--- config.mk ---
export PLATFORM = sky130hd
export DESIGN_NAME = sdhc_regs
export DESIGN_NICKNAME = d
export VERILOG_FILES = /design/src/include/sdhc_pkg.sv /design/src/rtl/sdhc_ckgen.sv /design/src/rtl/sdhc_dtimer.sv /design/src/rtl/sdhc_regs.sv
export SDC_FILE = /design/constraint.sdc
export NUM_CORES = 1
export LEC_CHECK = 0
export ABC_AREA = 1
export BUFFER_PORTS_ARGS = -buffer_cell sky130_fd_sc_hd__buf_2
export CAP_MARGIN = 10
export CORE_ASPECT_RATIO = 0.7
export CORE_UTILIZATION = 55
export CTS_BUF_LIST = sky130_fd_sc_hd__clkbuf_8 sky130_fd_sc_hd__clkbuf_16
export DETAILED_ROUTE_END_ITERATION = 8
export MAX_ROUTING_LAYER = met4
export PLACE_DENSITY = 0.73
export SYNTH_ARGS = -nofsm -noshare
export SYNTH_HDL_FRONTEND = slang
export SYNTH_SLANG_ARGS = --single-unit
--- constraint.sdc ---
create_clock -name clk_sys_i -period 9.86 [get_ports clk_sys_i]
set_input_delay 0.493 -clock clk_sys_i [delete_from_list [all_inputs] [get_ports clk_sys_i]]
set_output_delay 0.493 -clock clk_sys_i [all_outputs]
set_load 0.005 [all_outputs]
--- src/include/sdhc_pkg.sv ---
// Package: register map, fields and timing of the card registers
package sdhc_pkg;

  // ==========================================================================
  // Register byte offsets
  localparam logic [7:0] OFS_POWER  = 8'h00;
  localparam logic [7:0] OFS_CLOCK  = 8'h04;
  localparam logic [7:0] OFS_ARG    = 8'h08;
  localparam logic [7:0] OFS_CMD    = 8'h0c;
  localparam logic [7:0] OFS_RSPIDX = 8'h10;
  localparam logic [7:0] OFS_RSP1   = 8'h14;
  localparam logic [7:0] OFS_RSP4   = 8'h20;
  localparam logic [7:0] OFS_DTIMER = 8'h24;
  localparam logic [7:0] OFS_DLEN   = 8'h28;

  // ==========================================================================
  // Writable bit masks (reserved bits stay zero)
  localparam logic [31:0] POWER_MASK = 32'h0000_0003;
  localparam logic [31:0] CLOCK_MASK = 32'h0001_ffff;
  localparam logic [31:0] CMD_MASK   = 32'h0000_0fff;
  localparam logic [31:0] DLEN_MASK  = 32'h01ff_ffff;

  // ==========================================================================
  // Clock setup fields
  localparam int CK_DIV_HI = 15;
  localparam int CK_FLOW   = 14;
  localparam int CK_EDGE   = 13;
  localparam int CK_WIDTH  = 11;
  localparam int CK_BYPASS = 10;
  localparam int CK_PSAVE  = 9;
  localparam int CK_OE     = 8;

  // Command issue fields
  localparam int CM_SUSP     = 11;
  localparam int CM_ON       = 10;
  localparam int CM_WAITDATA = 9;
  localparam int CM_WAITIRQ  = 8;
  localparam int CM_RSP      = 6;

  // ==========================================================================
  // Codes and reset values
  localparam logic [1:0]  PWR_ON     = 2'h3;
  localparam logic [1:0]  RSP_SHORT  = 2'h1;
  localparam logic [1:0]  RSP_LONG   = 2'h3;
  localparam logic [1:0]  BUS_W4     = 2'h1;
  localparam logic [1:0]  BUS_W8     = 2'h2;
  localparam logic [31:0] REG_RESET  = 32'h0000_0000;

  // ==========================================================================
  // Frame timing, in card clock periods
  localparam logic [7:0] CMD_BITS    = 8'h30;
  localparam logic [7:0] SHORT_BITS  = 8'h30;
  localparam logic [7:0] LONG_BITS   = 8'h88;
  localparam logic [6:0] RSP_TIMEOUT = 7'h40;

  // Command machine states, Gray along idle-pend-send-wait-recv
  typedef enum logic [2:0] {
    CS_IDLE = 3'b000,
    CS_PEND = 3'b001,
    CS_SEND = 3'b011,
    CS_WAIT = 3'b010,
    CS_RECV = 3'b110
  } sdhc_cmd_state_t;

  // CRC7 over the 40 leading bits of a command frame
  function automatic logic [6:0] crc7(input logic [39:0] d);
    logic [6:0] c;
    logic       fb;
    c = 7'h00;
    for (int i = 39; i >= 0; i--) begin
      fb = c[6] ^ d[i];
      c  = {c[5:0], 1'b0};
      if (fb) begin
        c = c ^ 7'h09;
      end
    end
    return c;
  endfunction

endpackage

--- src/rtl/sdhc_ckgen.sv ---
// Card clock divider with gating, bypass and edge selection
`timescale 1ns/1ns
module sdhc_ckgen (
  // Clock and reset
  input  wire logic       clk_sys_i,
  input  wire logic       rst_n_i,
  // Settings
  input  wire logic [9:0] div_i,
  input  wire logic       bypass_i,
  input  wire logic       edge_sel_i,
  input  wire logic       run_i,
  // Card clock
  output logic            card_clk_o,
  output logic            tick_o
);

  logic [10:0] cnt;
  logic [10:0] next_cnt;
  logic [10:0] period;
  logic        next_phase;

  // Period is divide value plus two
  always_comb begin
    period     = {1'b0, div_i} + 11'h002;
    next_cnt   = (cnt >= period - 11'h001) ? 11'h000 : cnt + 11'h001;
    next_phase = next_cnt < {1'b0, period[10:1]};
    if (bypass_i) begin
      // Fastest rate a registered output can give
      next_cnt   = {10'h000, ~cnt[0]};
      next_phase = ~cnt[0];
    end
  end

  // Stopped clock rests low and yields no ticks
  always_ff @(posedge clk_sys_i) begin
    if (!rst_n_i || !run_i) begin
      cnt        <= 11'h000;
      card_clk_o <= 1'b0;
      tick_o     <= 1'b0;
    end else begin
      cnt        <= next_cnt;
      card_clk_o <= next_phase ^ edge_sel_i;
      tick_o     <= next_cnt == 11'h000;
    end
  end

endmodule

--- src/rtl/sdhc_dtimer.sv ---
// Data timeout down-counter in card clock periods
`timescale 1ns/1ns
module sdhc_dtimer #(
  parameter int W = 32
) (
  // Clock and reset
  input  wire logic         clk_sys_i,
  input  wire logic         rst_n_i,
  // Control
  input  wire logic         tick_i,
  input  wire logic         wait_i,
  input  wire logic [W-1:0] period_i,
  // Event
  output logic              timeout_o
);

  logic [W-1:0] count;
  logic         armed;
  logic         fired;

  // Load on entering wait, count card clocks there
  always_ff @(posedge clk_sys_i) begin
    if (!rst_n_i || !wait_i) begin
      count <= '0;
      armed <= 1'b0;
    end else if (!armed) begin
      count <= period_i;
      armed <= 1'b1;
    end else if (tick_i && count != '0) begin
      count <= count - 1'b1;
    end
  end

  // One pulse per wait period at zero
  always_ff @(posedge clk_sys_i) begin
    if (!rst_n_i || !wait_i) begin
      timeout_o <= 1'b0;
      fired     <= 1'b0;
    end else begin
      timeout_o <= armed && count == '0 && !fired;
      fired     <= fired || (armed && count == '0);
    end
  end

endmodule

--- src/rtl/sdhc_regs.sv ---
// Card clock, command and response registers
// Function
// - Card clock is kernel clock over divide+2
// - Bypass drives card clock at half the kernel clock
// - Edge select picks card clock phase
// - Power saving gates clock when bus idle
// - Card clock driven only when output enabled
// - Bus width selects one, four, eight lines
// - Flow control bit enables hardware flow control
// - Read wait clock stop overrides clock settings
// - Six-bit command index sent in frame
// - Response kind: none, short or long
// - Command machine runs only while enabled
// - Optionally wait for data end first
// - Interrupt wait disables timeout, awaits card
// - Suspend marker flags an I/O suspend command
// - Capture index of last received response
// - Responses fill status words, MSB first
// - Data timer counts down in wait states
// - Length loaded into counter at transfer start
// - Response timeout after 64 card clocks
// - Power switch stops or starts card clock
`timescale 1ns/1ns
module sdhc_regs #(
  parameter int LEN_W = 25
) (
  // Clock and reset
  input  wire logic             clk_sys_i,
  input  wire logic             rst_n_i,
  // Register port, byte offsets
  input  wire logic [7:0]       reg_addr_i,
  input  wire logic             reg_wr_i,
  input  wire logic             reg_rd_i,
  input  wire logic [31:0]      reg_wdata_i,
  output logic [31:0]           reg_rdata_o,
  // Card link
  output logic                  card_clk_o,
  output logic                  card_clk_oe_o,
  input  wire logic             cmd_i,
  output logic                  cmd_o,
  output logic                  cmd_oe_o,
  input  wire logic             card_irq_n_i,
  // Data path handshake
  input  wire logic             data_busy_i,
  input  wire logic             data_wait_i,
  input  wire logic             data_start_i,
  input  wire logic             data_dec_i,
  input  wire logic             read_wait_stop_i,
  output logic [7:0]            data_lines_en_o,
  output logic                  flow_control_on_o,
  output logic [LEN_W-1:0]      data_count_o,
  // Events, one cycle each, and the command busy flag
  output logic                  cmd_sent_o,
  output logic                  rsp_done_o,
  output logic                  rsp_timeout_o,
  output logic                  suspend_ack_o,
  output logic                  card_irq_seen_o,
  output logic                  data_timeout_o,
  output logic                  cmd_active_o
);

  // ==========================================================================
  // Register storage
  logic [1:0]       power_switch_field;
  logic [16:0]      card_clock_setup;
  logic [31:0]      command_argument_word;
  logic [11:0]      command_issue;
  logic [5:0]       last_response_index;
  logic [31:0]      response_status_words [4];
  logic [31:0]      data_timeout_period;
  logic [LEN_W-1:0] data_byte_length;

  // Named fields of the clock setup and command issue
  logic [9:0] clock_divide_ratio;
  logic [1:0] bus_width_select;
  logic [1:0] response_kind;
  logic       command_machine_on;

  assign clock_divide_ratio = {card_clock_setup[16:15], card_clock_setup[7:0]};
  assign bus_width_select   = card_clock_setup[sdhc_pkg::CK_WIDTH +: 2];
  assign response_kind      = command_issue[sdhc_pkg::CM_RSP +: 2];
  assign command_machine_on = command_issue[sdhc_pkg::CM_ON];

  // ==========================================================================
  // Pin synchronisers
  logic cmd_meta;
  logic cmd_sync;
  logic irq_meta;
  logic irq_n_sync;

  // Two stages before logic reads a pin
  always_ff @(posedge clk_sys_i) begin
    if (!rst_n_i) begin
      cmd_meta   <= 1'b1;
      cmd_sync   <= 1'b1;
      irq_meta   <= 1'b1;
      irq_n_sync <= 1'b1;
    end else begin
      cmd_meta   <= cmd_i;
      cmd_sync   <= cmd_meta;
      irq_meta   <= card_irq_n_i;
      irq_n_sync <= irq_meta;
    end
  end

  // ==========================================================================
  // Register writes
  logic cmd_write;

  // Command register write strobe
  assign cmd_write = reg_wr_i && reg_addr_i == sdhc_pkg::OFS_CMD;

  // Software spaces rewrites; there is no guard
  always_ff @(posedge clk_sys_i) begin
    if (!rst_n_i) begin
      power_switch_field    <= sdhc_pkg::REG_RESET[1:0];
      card_clock_setup      <= sdhc_pkg::REG_RESET[16:0];
      command_argument_word <= sdhc_pkg::REG_RESET;
      command_issue         <= sdhc_pkg::REG_RESET[11:0];
      data_timeout_period   <= sdhc_pkg::REG_RESET;
      data_byte_length      <= sdhc_pkg::REG_RESET[LEN_W-1:0];
    end else if (reg_wr_i) begin
      if (reg_addr_i == sdhc_pkg::OFS_POWER) begin
        power_switch_field <= reg_wdata_i[1:0];
      end else if (reg_addr_i == sdhc_pkg::OFS_CLOCK) begin
        card_clock_setup <= reg_wdata_i[16:0];
      end else if (reg_addr_i == sdhc_pkg::OFS_ARG) begin
        command_argument_word <= reg_wdata_i;
      end else if (cmd_write) begin
        command_issue <= reg_wdata_i[11:0];
      end else if (reg_addr_i == sdhc_pkg::OFS_DTIMER) begin
        data_timeout_period <= reg_wdata_i;
      end else if (reg_addr_i == sdhc_pkg::OFS_DLEN) begin
        data_byte_length <= reg_wdata_i[LEN_W-1:0];
      end
    end
  end

  // ==========================================================================
  // Register reads, unmapped offsets read zero
  always_ff @(posedge clk_sys_i) begin
    if (!rst_n_i) begin
      reg_rdata_o <= sdhc_pkg::REG_RESET;
    end else if (reg_rd_i) begin
      if (reg_addr_i == sdhc_pkg::OFS_POWER) begin
        reg_rdata_o <= {30'h0000_0000, power_switch_field};
      end else if (reg_addr_i == sdhc_pkg::OFS_CLOCK) begin
        reg_rdata_o <= {15'h0000, card_clock_setup};
      end else if (reg_addr_i == sdhc_pkg::OFS_ARG) begin
        reg_rdata_o <= command_argument_word;
      end else if (reg_addr_i == sdhc_pkg::OFS_CMD) begin
        reg_rdata_o <= {20'h0_0000, command_issue};
      end else if (reg_addr_i == sdhc_pkg::OFS_RSPIDX) begin
        reg_rdata_o <= {26'h000_0000, last_response_index};
      end else if (reg_addr_i >= sdhc_pkg::OFS_RSP1 && reg_addr_i <= sdhc_pkg::OFS_RSP4
                   && reg_addr_i[1:0] == 2'h0) begin
        reg_rdata_o <= response_status_words[2'(reg_addr_i[7:2] - 6'h05)];
      end else if (reg_addr_i == sdhc_pkg::OFS_DTIMER) begin
        reg_rdata_o <= data_timeout_period;
      end else if (reg_addr_i == sdhc_pkg::OFS_DLEN) begin
        reg_rdata_o <= 32'(data_byte_length);
      end else begin
        reg_rdata_o <= sdhc_pkg::REG_RESET;
      end
    end
  end

  // ==========================================================================
  // Card clock
  sdhc_pkg::sdhc_cmd_state_t state;
  logic                      tick;
  logic                      bus_active;
  logic                      clk_run;

  // Bus is active during a command or data transfer
  assign bus_active = state != sdhc_pkg::CS_IDLE || data_busy_i;

  // Read wait stop overrides all; power and enable gate the rest
  assign clk_run = !read_wait_stop_i
                   && power_switch_field == sdhc_pkg::PWR_ON
                   && card_clock_setup[sdhc_pkg::CK_OE]
                   && (!card_clock_setup[sdhc_pkg::CK_PSAVE] || bus_active);

  sdhc_ckgen u_ckgen (
    .clk_sys_i  (clk_sys_i),
    .rst_n_i    (rst_n_i),
    .div_i      (clock_divide_ratio),
    .bypass_i   (card_clock_setup[sdhc_pkg::CK_BYPASS]),
    .edge_sel_i (card_clock_setup[sdhc_pkg::CK_EDGE]),
    .run_i      (clk_run),
    .card_clk_o (card_clk_o),
    .tick_o     (tick)
  );

  // Clock pad drive follows enable and power
  always_ff @(posedge clk_sys_i) begin
    if (!rst_n_i) begin
      card_clk_oe_o     <= 1'b0;
      data_lines_en_o   <= 8'h00;
      flow_control_on_o <= 1'b0;
    end else begin
      card_clk_oe_o <= card_clock_setup[sdhc_pkg::CK_OE]
                       && power_switch_field == sdhc_pkg::PWR_ON;
      flow_control_on_o <= card_clock_setup[sdhc_pkg::CK_FLOW];
      if (bus_width_select == sdhc_pkg::BUS_W8) begin
        data_lines_en_o <= 8'hff;
      end else if (bus_width_select == sdhc_pkg::BUS_W4) begin
        data_lines_en_o <= 8'h0f;
      end else begin
        data_lines_en_o <= 8'h01;
      end
    end
  end

  // ==========================================================================
  // Command machine
  logic [47:0]  tx_shift;
  logic [127:0] rx_shift;
  logic [7:0]   bit_cnt;
  logic [6:0]   wait_cnt;
  logic [7:0]   rsp_bits;
  logic         go;
  logic [39:0]  frame_head;

  // Frame head: start, direction, index, argument
  assign frame_head = {2'b01, command_issue[5:0], command_argument_word};
  assign rsp_bits   = response_kind == sdhc_pkg::RSP_LONG ? sdhc_pkg::LONG_BITS
                                                          : sdhc_pkg::SHORT_BITS;

  // Start request held until the machine leaves idle
  always_ff @(posedge clk_sys_i) begin
    if (!rst_n_i) begin
      go <= 1'b0;
    end else if (cmd_write && reg_wdata_i[sdhc_pkg::CM_ON]) begin
      go <= 1'b1;
    end else if (state != sdhc_pkg::CS_IDLE || !command_machine_on) begin
      go <= 1'b0;
    end
  end

  // Bit shifting happens only on card clock ticks
  always_ff @(posedge clk_sys_i) begin
    if (!rst_n_i || !command_machine_on) begin
      state           <= sdhc_pkg::CS_IDLE;
      tx_shift        <= 48'hffff_ffff_ffff;
      rx_shift        <= '0;
      bit_cnt         <= 8'h00;
      wait_cnt        <= 7'h00;
      cmd_oe_o        <= 1'b0;
      cmd_sent_o      <= 1'b0;
      rsp_done_o      <= 1'b0;
      rsp_timeout_o   <= 1'b0;
      suspend_ack_o   <= 1'b0;
      card_irq_seen_o <= 1'b0;
    end else begin
      cmd_sent_o      <= 1'b0;
      rsp_done_o      <= 1'b0;
      rsp_timeout_o   <= 1'b0;
      suspend_ack_o   <= 1'b0;
      card_irq_seen_o <= 1'b0;
      case (state)
        sdhc_pkg::CS_IDLE: begin
          if (go) begin
            tx_shift <= {frame_head, sdhc_pkg::crc7(frame_head), 1'b1};
            bit_cnt  <= 8'h00;
            state    <= sdhc_pkg::CS_PEND;
          end
        end
        sdhc_pkg::CS_PEND: begin
          if (!(command_issue[sdhc_pkg::CM_WAITDATA] && data_busy_i)) begin
            state    <= sdhc_pkg::CS_SEND;
            cmd_oe_o <= 1'b1;
          end
        end
        sdhc_pkg::CS_SEND: begin
          if (tick) begin
            tx_shift <= {tx_shift[46:0], 1'b1};
            bit_cnt  <= bit_cnt + 8'h01;
            if (bit_cnt == sdhc_pkg::CMD_BITS - 8'h01) begin
              cmd_oe_o   <= 1'b0;
              cmd_sent_o <= 1'b1;
              wait_cnt   <= 7'h00;
              // Codes 00 and 10 expect nothing back
              state <= response_kind[0] ? sdhc_pkg::CS_WAIT
                                        : sdhc_pkg::CS_IDLE;
            end
          end
        end
        sdhc_pkg::CS_WAIT: begin
          if (tick && !cmd_sync) begin
            rx_shift <= {rx_shift[126:0], cmd_sync};
            bit_cnt  <= 8'h01;
            state    <= sdhc_pkg::CS_RECV;
          end else if (command_issue[sdhc_pkg::CM_WAITIRQ]) begin
            if (!irq_n_sync) begin
              card_irq_seen_o <= 1'b1;
              state           <= sdhc_pkg::CS_IDLE;
            end
          end else if (tick) begin
            wait_cnt <= wait_cnt + 7'h01;
            if (wait_cnt == sdhc_pkg::RSP_TIMEOUT - 7'h01) begin
              rsp_timeout_o <= 1'b1;
              state         <= sdhc_pkg::CS_IDLE;
            end
          end
        end
        sdhc_pkg::CS_RECV: begin
          if (tick) begin
            rx_shift <= {rx_shift[126:0], cmd_sync};
            bit_cnt  <= bit_cnt + 8'h01;
            if (bit_cnt == rsp_bits - 8'h01) begin
              rsp_done_o    <= 1'b1;
              suspend_ack_o <= command_issue[sdhc_pkg::CM_SUSP];
              state         <= sdhc_pkg::CS_IDLE;
            end
          end
        end
        default: begin
          state <= sdhc_pkg::CS_IDLE;
        end
      endcase
    end
  end

  // Command pin shows the frame's leading bit
  assign cmd_o = tx_shift[47];

  // Store the response after its end bit
  always_ff @(posedge clk_sys_i) begin
    if (!rst_n_i) begin
      last_response_index <= 6'h00;
      for (int i = 0; i < 4; i++) begin
        response_status_words[i] <= sdhc_pkg::REG_RESET;
      end
    end else if (rsp_done_o) begin
      // Long responses carry no index; rx_shift[45:40] is stored as the index anyway
      last_response_index <= rx_shift[45:40];
      if (response_kind == sdhc_pkg::RSP_LONG) begin
        response_status_words[0] <= rx_shift[127:96];
        response_status_words[1] <= rx_shift[95:64];
        response_status_words[2] <= rx_shift[63:32];
        response_status_words[3] <= {rx_shift[31:1], 1'b0};
      end else begin
        response_status_words[0] <= rx_shift[39:8];
      end
    end
  end

  // Busy flag for the data machine
  always_ff @(posedge clk_sys_i) begin
    if (!rst_n_i) begin
      cmd_active_o <= 1'b0;
    end else begin
      cmd_active_o <= state != sdhc_pkg::CS_IDLE;
    end
  end

  // ==========================================================================
  // Data timer and data counter
  sdhc_dtimer #(
    .W (32)
  ) u_dtimer (
    .clk_sys_i (clk_sys_i),
    .rst_n_i   (rst_n_i),
    .tick_i    (tick),
    .wait_i    (data_wait_i),
    .period_i  (data_timeout_period),
    .timeout_o (data_timeout_o)
  );

  // Copy length at start, count down per byte
  always_ff @(posedge clk_sys_i) begin
    if (!rst_n_i) begin
      data_count_o <= '0;
    end else if (data_start_i) begin
      data_count_o <= data_byte_length;
    end else if (data_dec_i && data_count_o != '0) begin
      data_count_o <= data_count_o - 1'b1;
    end
  end

endmodule

==> impl_metrics.json <==
{
  "num_rows": 66,
  "routed_wl_um": 84090,
  "ys_seq_area_frac": 0.4774,
  "final_cell_mix": "nand2_1, dfxtp_1, a21oi_1",
  "crit_path_max_incr_delay_ps": 470,
  "antenna_found_initial": 5,
  "min_path_type": "in -> reg",
  "cts_setup_buffers": 0,
  "grt_setup_unrepaired": "false",
  "status": "finished, final reports clean",
  "place.port_buffers": 127,
  "cts_made_buffers": 54,
  "start_kind": "flip-flop",
  "clock_sinks": 568,
  "dp_cells": 3956,
  "syn_to_final_growth_pct": 10.44,
  "dieHeight_um": 185.6,
  "use_met3": 0.06879,
  "clk_pin_slew_ps": 70,
  "first_pass_iters": 6,
  "maxCapViolCount": 0,
  "setup_viol": 0,
  "p_per_area_nw_per_um2": 174.2,
  "max_slew_margin": 0.2380,
  "nets": 3487,
  "fin_total_pwr_mw": 5.095,
  "arrival_ps": 5380,
  "endpoint_kind": "flip-flop",
  "yosys_register_bits": 568,
  "cts_hold_buf": 0,
  "io_pins": 128,
  "crit_fanout": 7,
  "cp.required_ps": 10370,
  "grt_max_degree": 112,
  "final_layout_size_suffix_gt1_frac": 0.1047,
  "finalCritPeriodShare": 0.4942,
  "busiest_layer": "met1",
  "clock-root-buffer": "clkbuf_16",
  "p_leak_nw": 11.29,
  "syn_area_per_cell_um2": 7.793,
  "via_per_inst": 6.009,
  "layout_commonest_cell": "nand2_1",
  "ant_nets": 0,
  "core_um2": 46990,
  "syn_area_um2": 26480,
  "tightestPinTransition_ps": 1143,
  "final_hold_viol_count": 0,
  "fin_cells": 4068,
  "worstReg2RegStart": "card_clock_setup[1]$_SDFFE_PN0P_",
  "vdd_drop_max_mv": 0.1421,
  "fin_crit_ps": 4873,
  "hold-path-cell-count": 2,
  "start_util": 0.5636,
  "die-width_um": 264.3,
  "cts_tree": "yes",
  "synth_edf_count": 127,
  "maxSlewViolCount": 0,
  "postPlaceCellArea_um2": 27250,
  "clock_skew_ps": 26.24,
  "worst_slack_ps": 4987,
  "htreeDepth": 2,
  "syn_inst": 3398,
  "postLayoutCoreUtil": 0.6224,
  "grtUsageMet2": 0.4834,
  "ys.flop_type": "dfxtp_1",
  "route.vias.total": 24444,
  "final_cell_area_um2": 29250,
  "ys_warn_count": 0,
  "holdWs_ps": 69.37,
  "crit_type": "reg -> reg",
  "gp_congestion": 1.041,
  "grt.total_usage": 0.3454,
  "min_from": "card_irq_n_i",
  "pre_cts_ws_ps": 5051,
  "slowest_stage": "dfxtp_1",
  "tns_ps": 0,
  "synth_fp_nets": 3483,
  "grt_pass1_vias": 21561,
  "fmax_ghz": 0.2052,
  "die-area_um2": 49040,
  "clk_latency_ps": 610,
  "grt_remaining_overflow": 0,
  "startpoint": "card_clock_setup[1]$_SDFFE_PN0P_",
  "rr_worst_depth": 30,
  "cts_buffer_depth": 3,
  "grt_pass1_wl_um": 127300,
  "gr-usage-met1": 0.5024,
  "hpwl_um": 59660,
  "drc": 0,
  "synth.distinct_cells": 61,
  "wl_per_cell_um": 20.67,
  "synthArstFlopShare": 0,
  "drt_iter0_markers": 3241,
  "cts-resized-gates": 0
}
[flip-flops by register name, summed over array words and instances, names as in the netlist, 2 cells and up]
| register | count |
|---|---|
| u_ckgen.cnt | 11 |
| power_switch_field | 2 |
| data_byte_length | 25 |
| state | 3 |
| command_argument_word | 32 |
| wait_cnt | 7 |
| u_dtimer.count | 32 |
| card_clock_setup | 17 |
| bit_cnt | 8 |
| data_lines_en_o | 3 |
| command_issue | 12 |
| tx_shift | 47 |
| reg_rdata_o | 32 |
| data_timeout_period | 32 |
| data_count_o | 25 |
| rx_shift | 128 |
| response_status_words | 127 |
| last_response_index | 6 |
[cell usage after synthesis (10+ instances only)]
cell type,count,area share
a21oi_1,403,0.076
a31oi_1,15,0.0035
a32oi_1,17,0.0056
clkbuf_1,172,0.024
dfxtp_1,441,0.33
edfxtp_1,127,0.14
ha_1,34,0.016
inv_1,375,0.053
inv_2,18,0.0026
nand2_1,547,0.078
nand2_2,49,0.012
nand3_1,146,0.028
nand3_2,10,0.0038
nand4_1,21,0.0050
nor2_1,267,0.038
nor3_1,36,0.0068
nor4_1,10,0.0024
o211ai_1,90,0.026
o21ai_0,376,0.071
o221ai_1,23,0.0076
o22ai_1,51,0.012
xnor2_1,20,0.0066
xor2_1,34,0.011
[routing by layer]
| layer | routed length, um | vias to the layer above |
|---|---|---|
| met3 | 8912 | 180 |
| li1 | - | 11503 |
| met5 | 0 | - |
| met1 | 38150 | 11489 |
| met4 | 2384 | 0 |
| met2 | 34650 | 1272 |
[report_power, final]
group / internal [mW] / leakage, nW / switching [mW]
Clock: 1.29 / 0.963 / 0.962
Combinational: 0.121 / 5.57 / 0.270
Sequential: 2.42 / 4.77 / 0.0357
Total: 3.83 / 11.3 / 1.27
[path summary, 6_finish.rpt]
| kind | endpoint | slack (ps) |
|---|---|---|
| worst min-delay path | irq_meta$_SDFF_PN1_ | 70 |
| worst max-delay path | u_ckgen.card_clk_o$_SDFF_PP0_ | 4990 |
| worst max register to register | u_ckgen.card_clk_o$_SDFF_PP0_ | 4990 |
| worst min register to register | irq_n_sync$_SDFF_PN1_ | 410 |
[worst max-delay path: cells and delay by family (launching register included)]
family	cells	cell delay, ps
simple gates	15	1900
buf+inv	6	550
fa+ha+maj	3	800
flops	1	470
compound gates	5	940
xor+xnor	1	130
[logic make-up (layout without fill, tap and decap cells)]
group                    count (synthesis)  in the layout  synth area share
AO/OA/AOI/OAI                         1015           1015            0.2139
XOR/XNOR                                56             56           0.01909
adder cells (fa/ha/maj)                 34             34           0.01606
buffers and inverters                  601            651           0.08807
flip-flops                             568            568            0.4774
other                                    0              8                 0
AND/OR/NAND/NOR                       1124           1124            0.1854
[cell type report]
class	count	area (um^2)
sequential	568	12640
clock buffer	63	1475
antenna	8	20.02
timing repair buffer	149	835.8
inverter	400	1504
multi-input combinational	2229	11550
fill	4100	17740
tap	612	765.7
clock inverter	39	451.7
(Power assumes the default switching activity.)
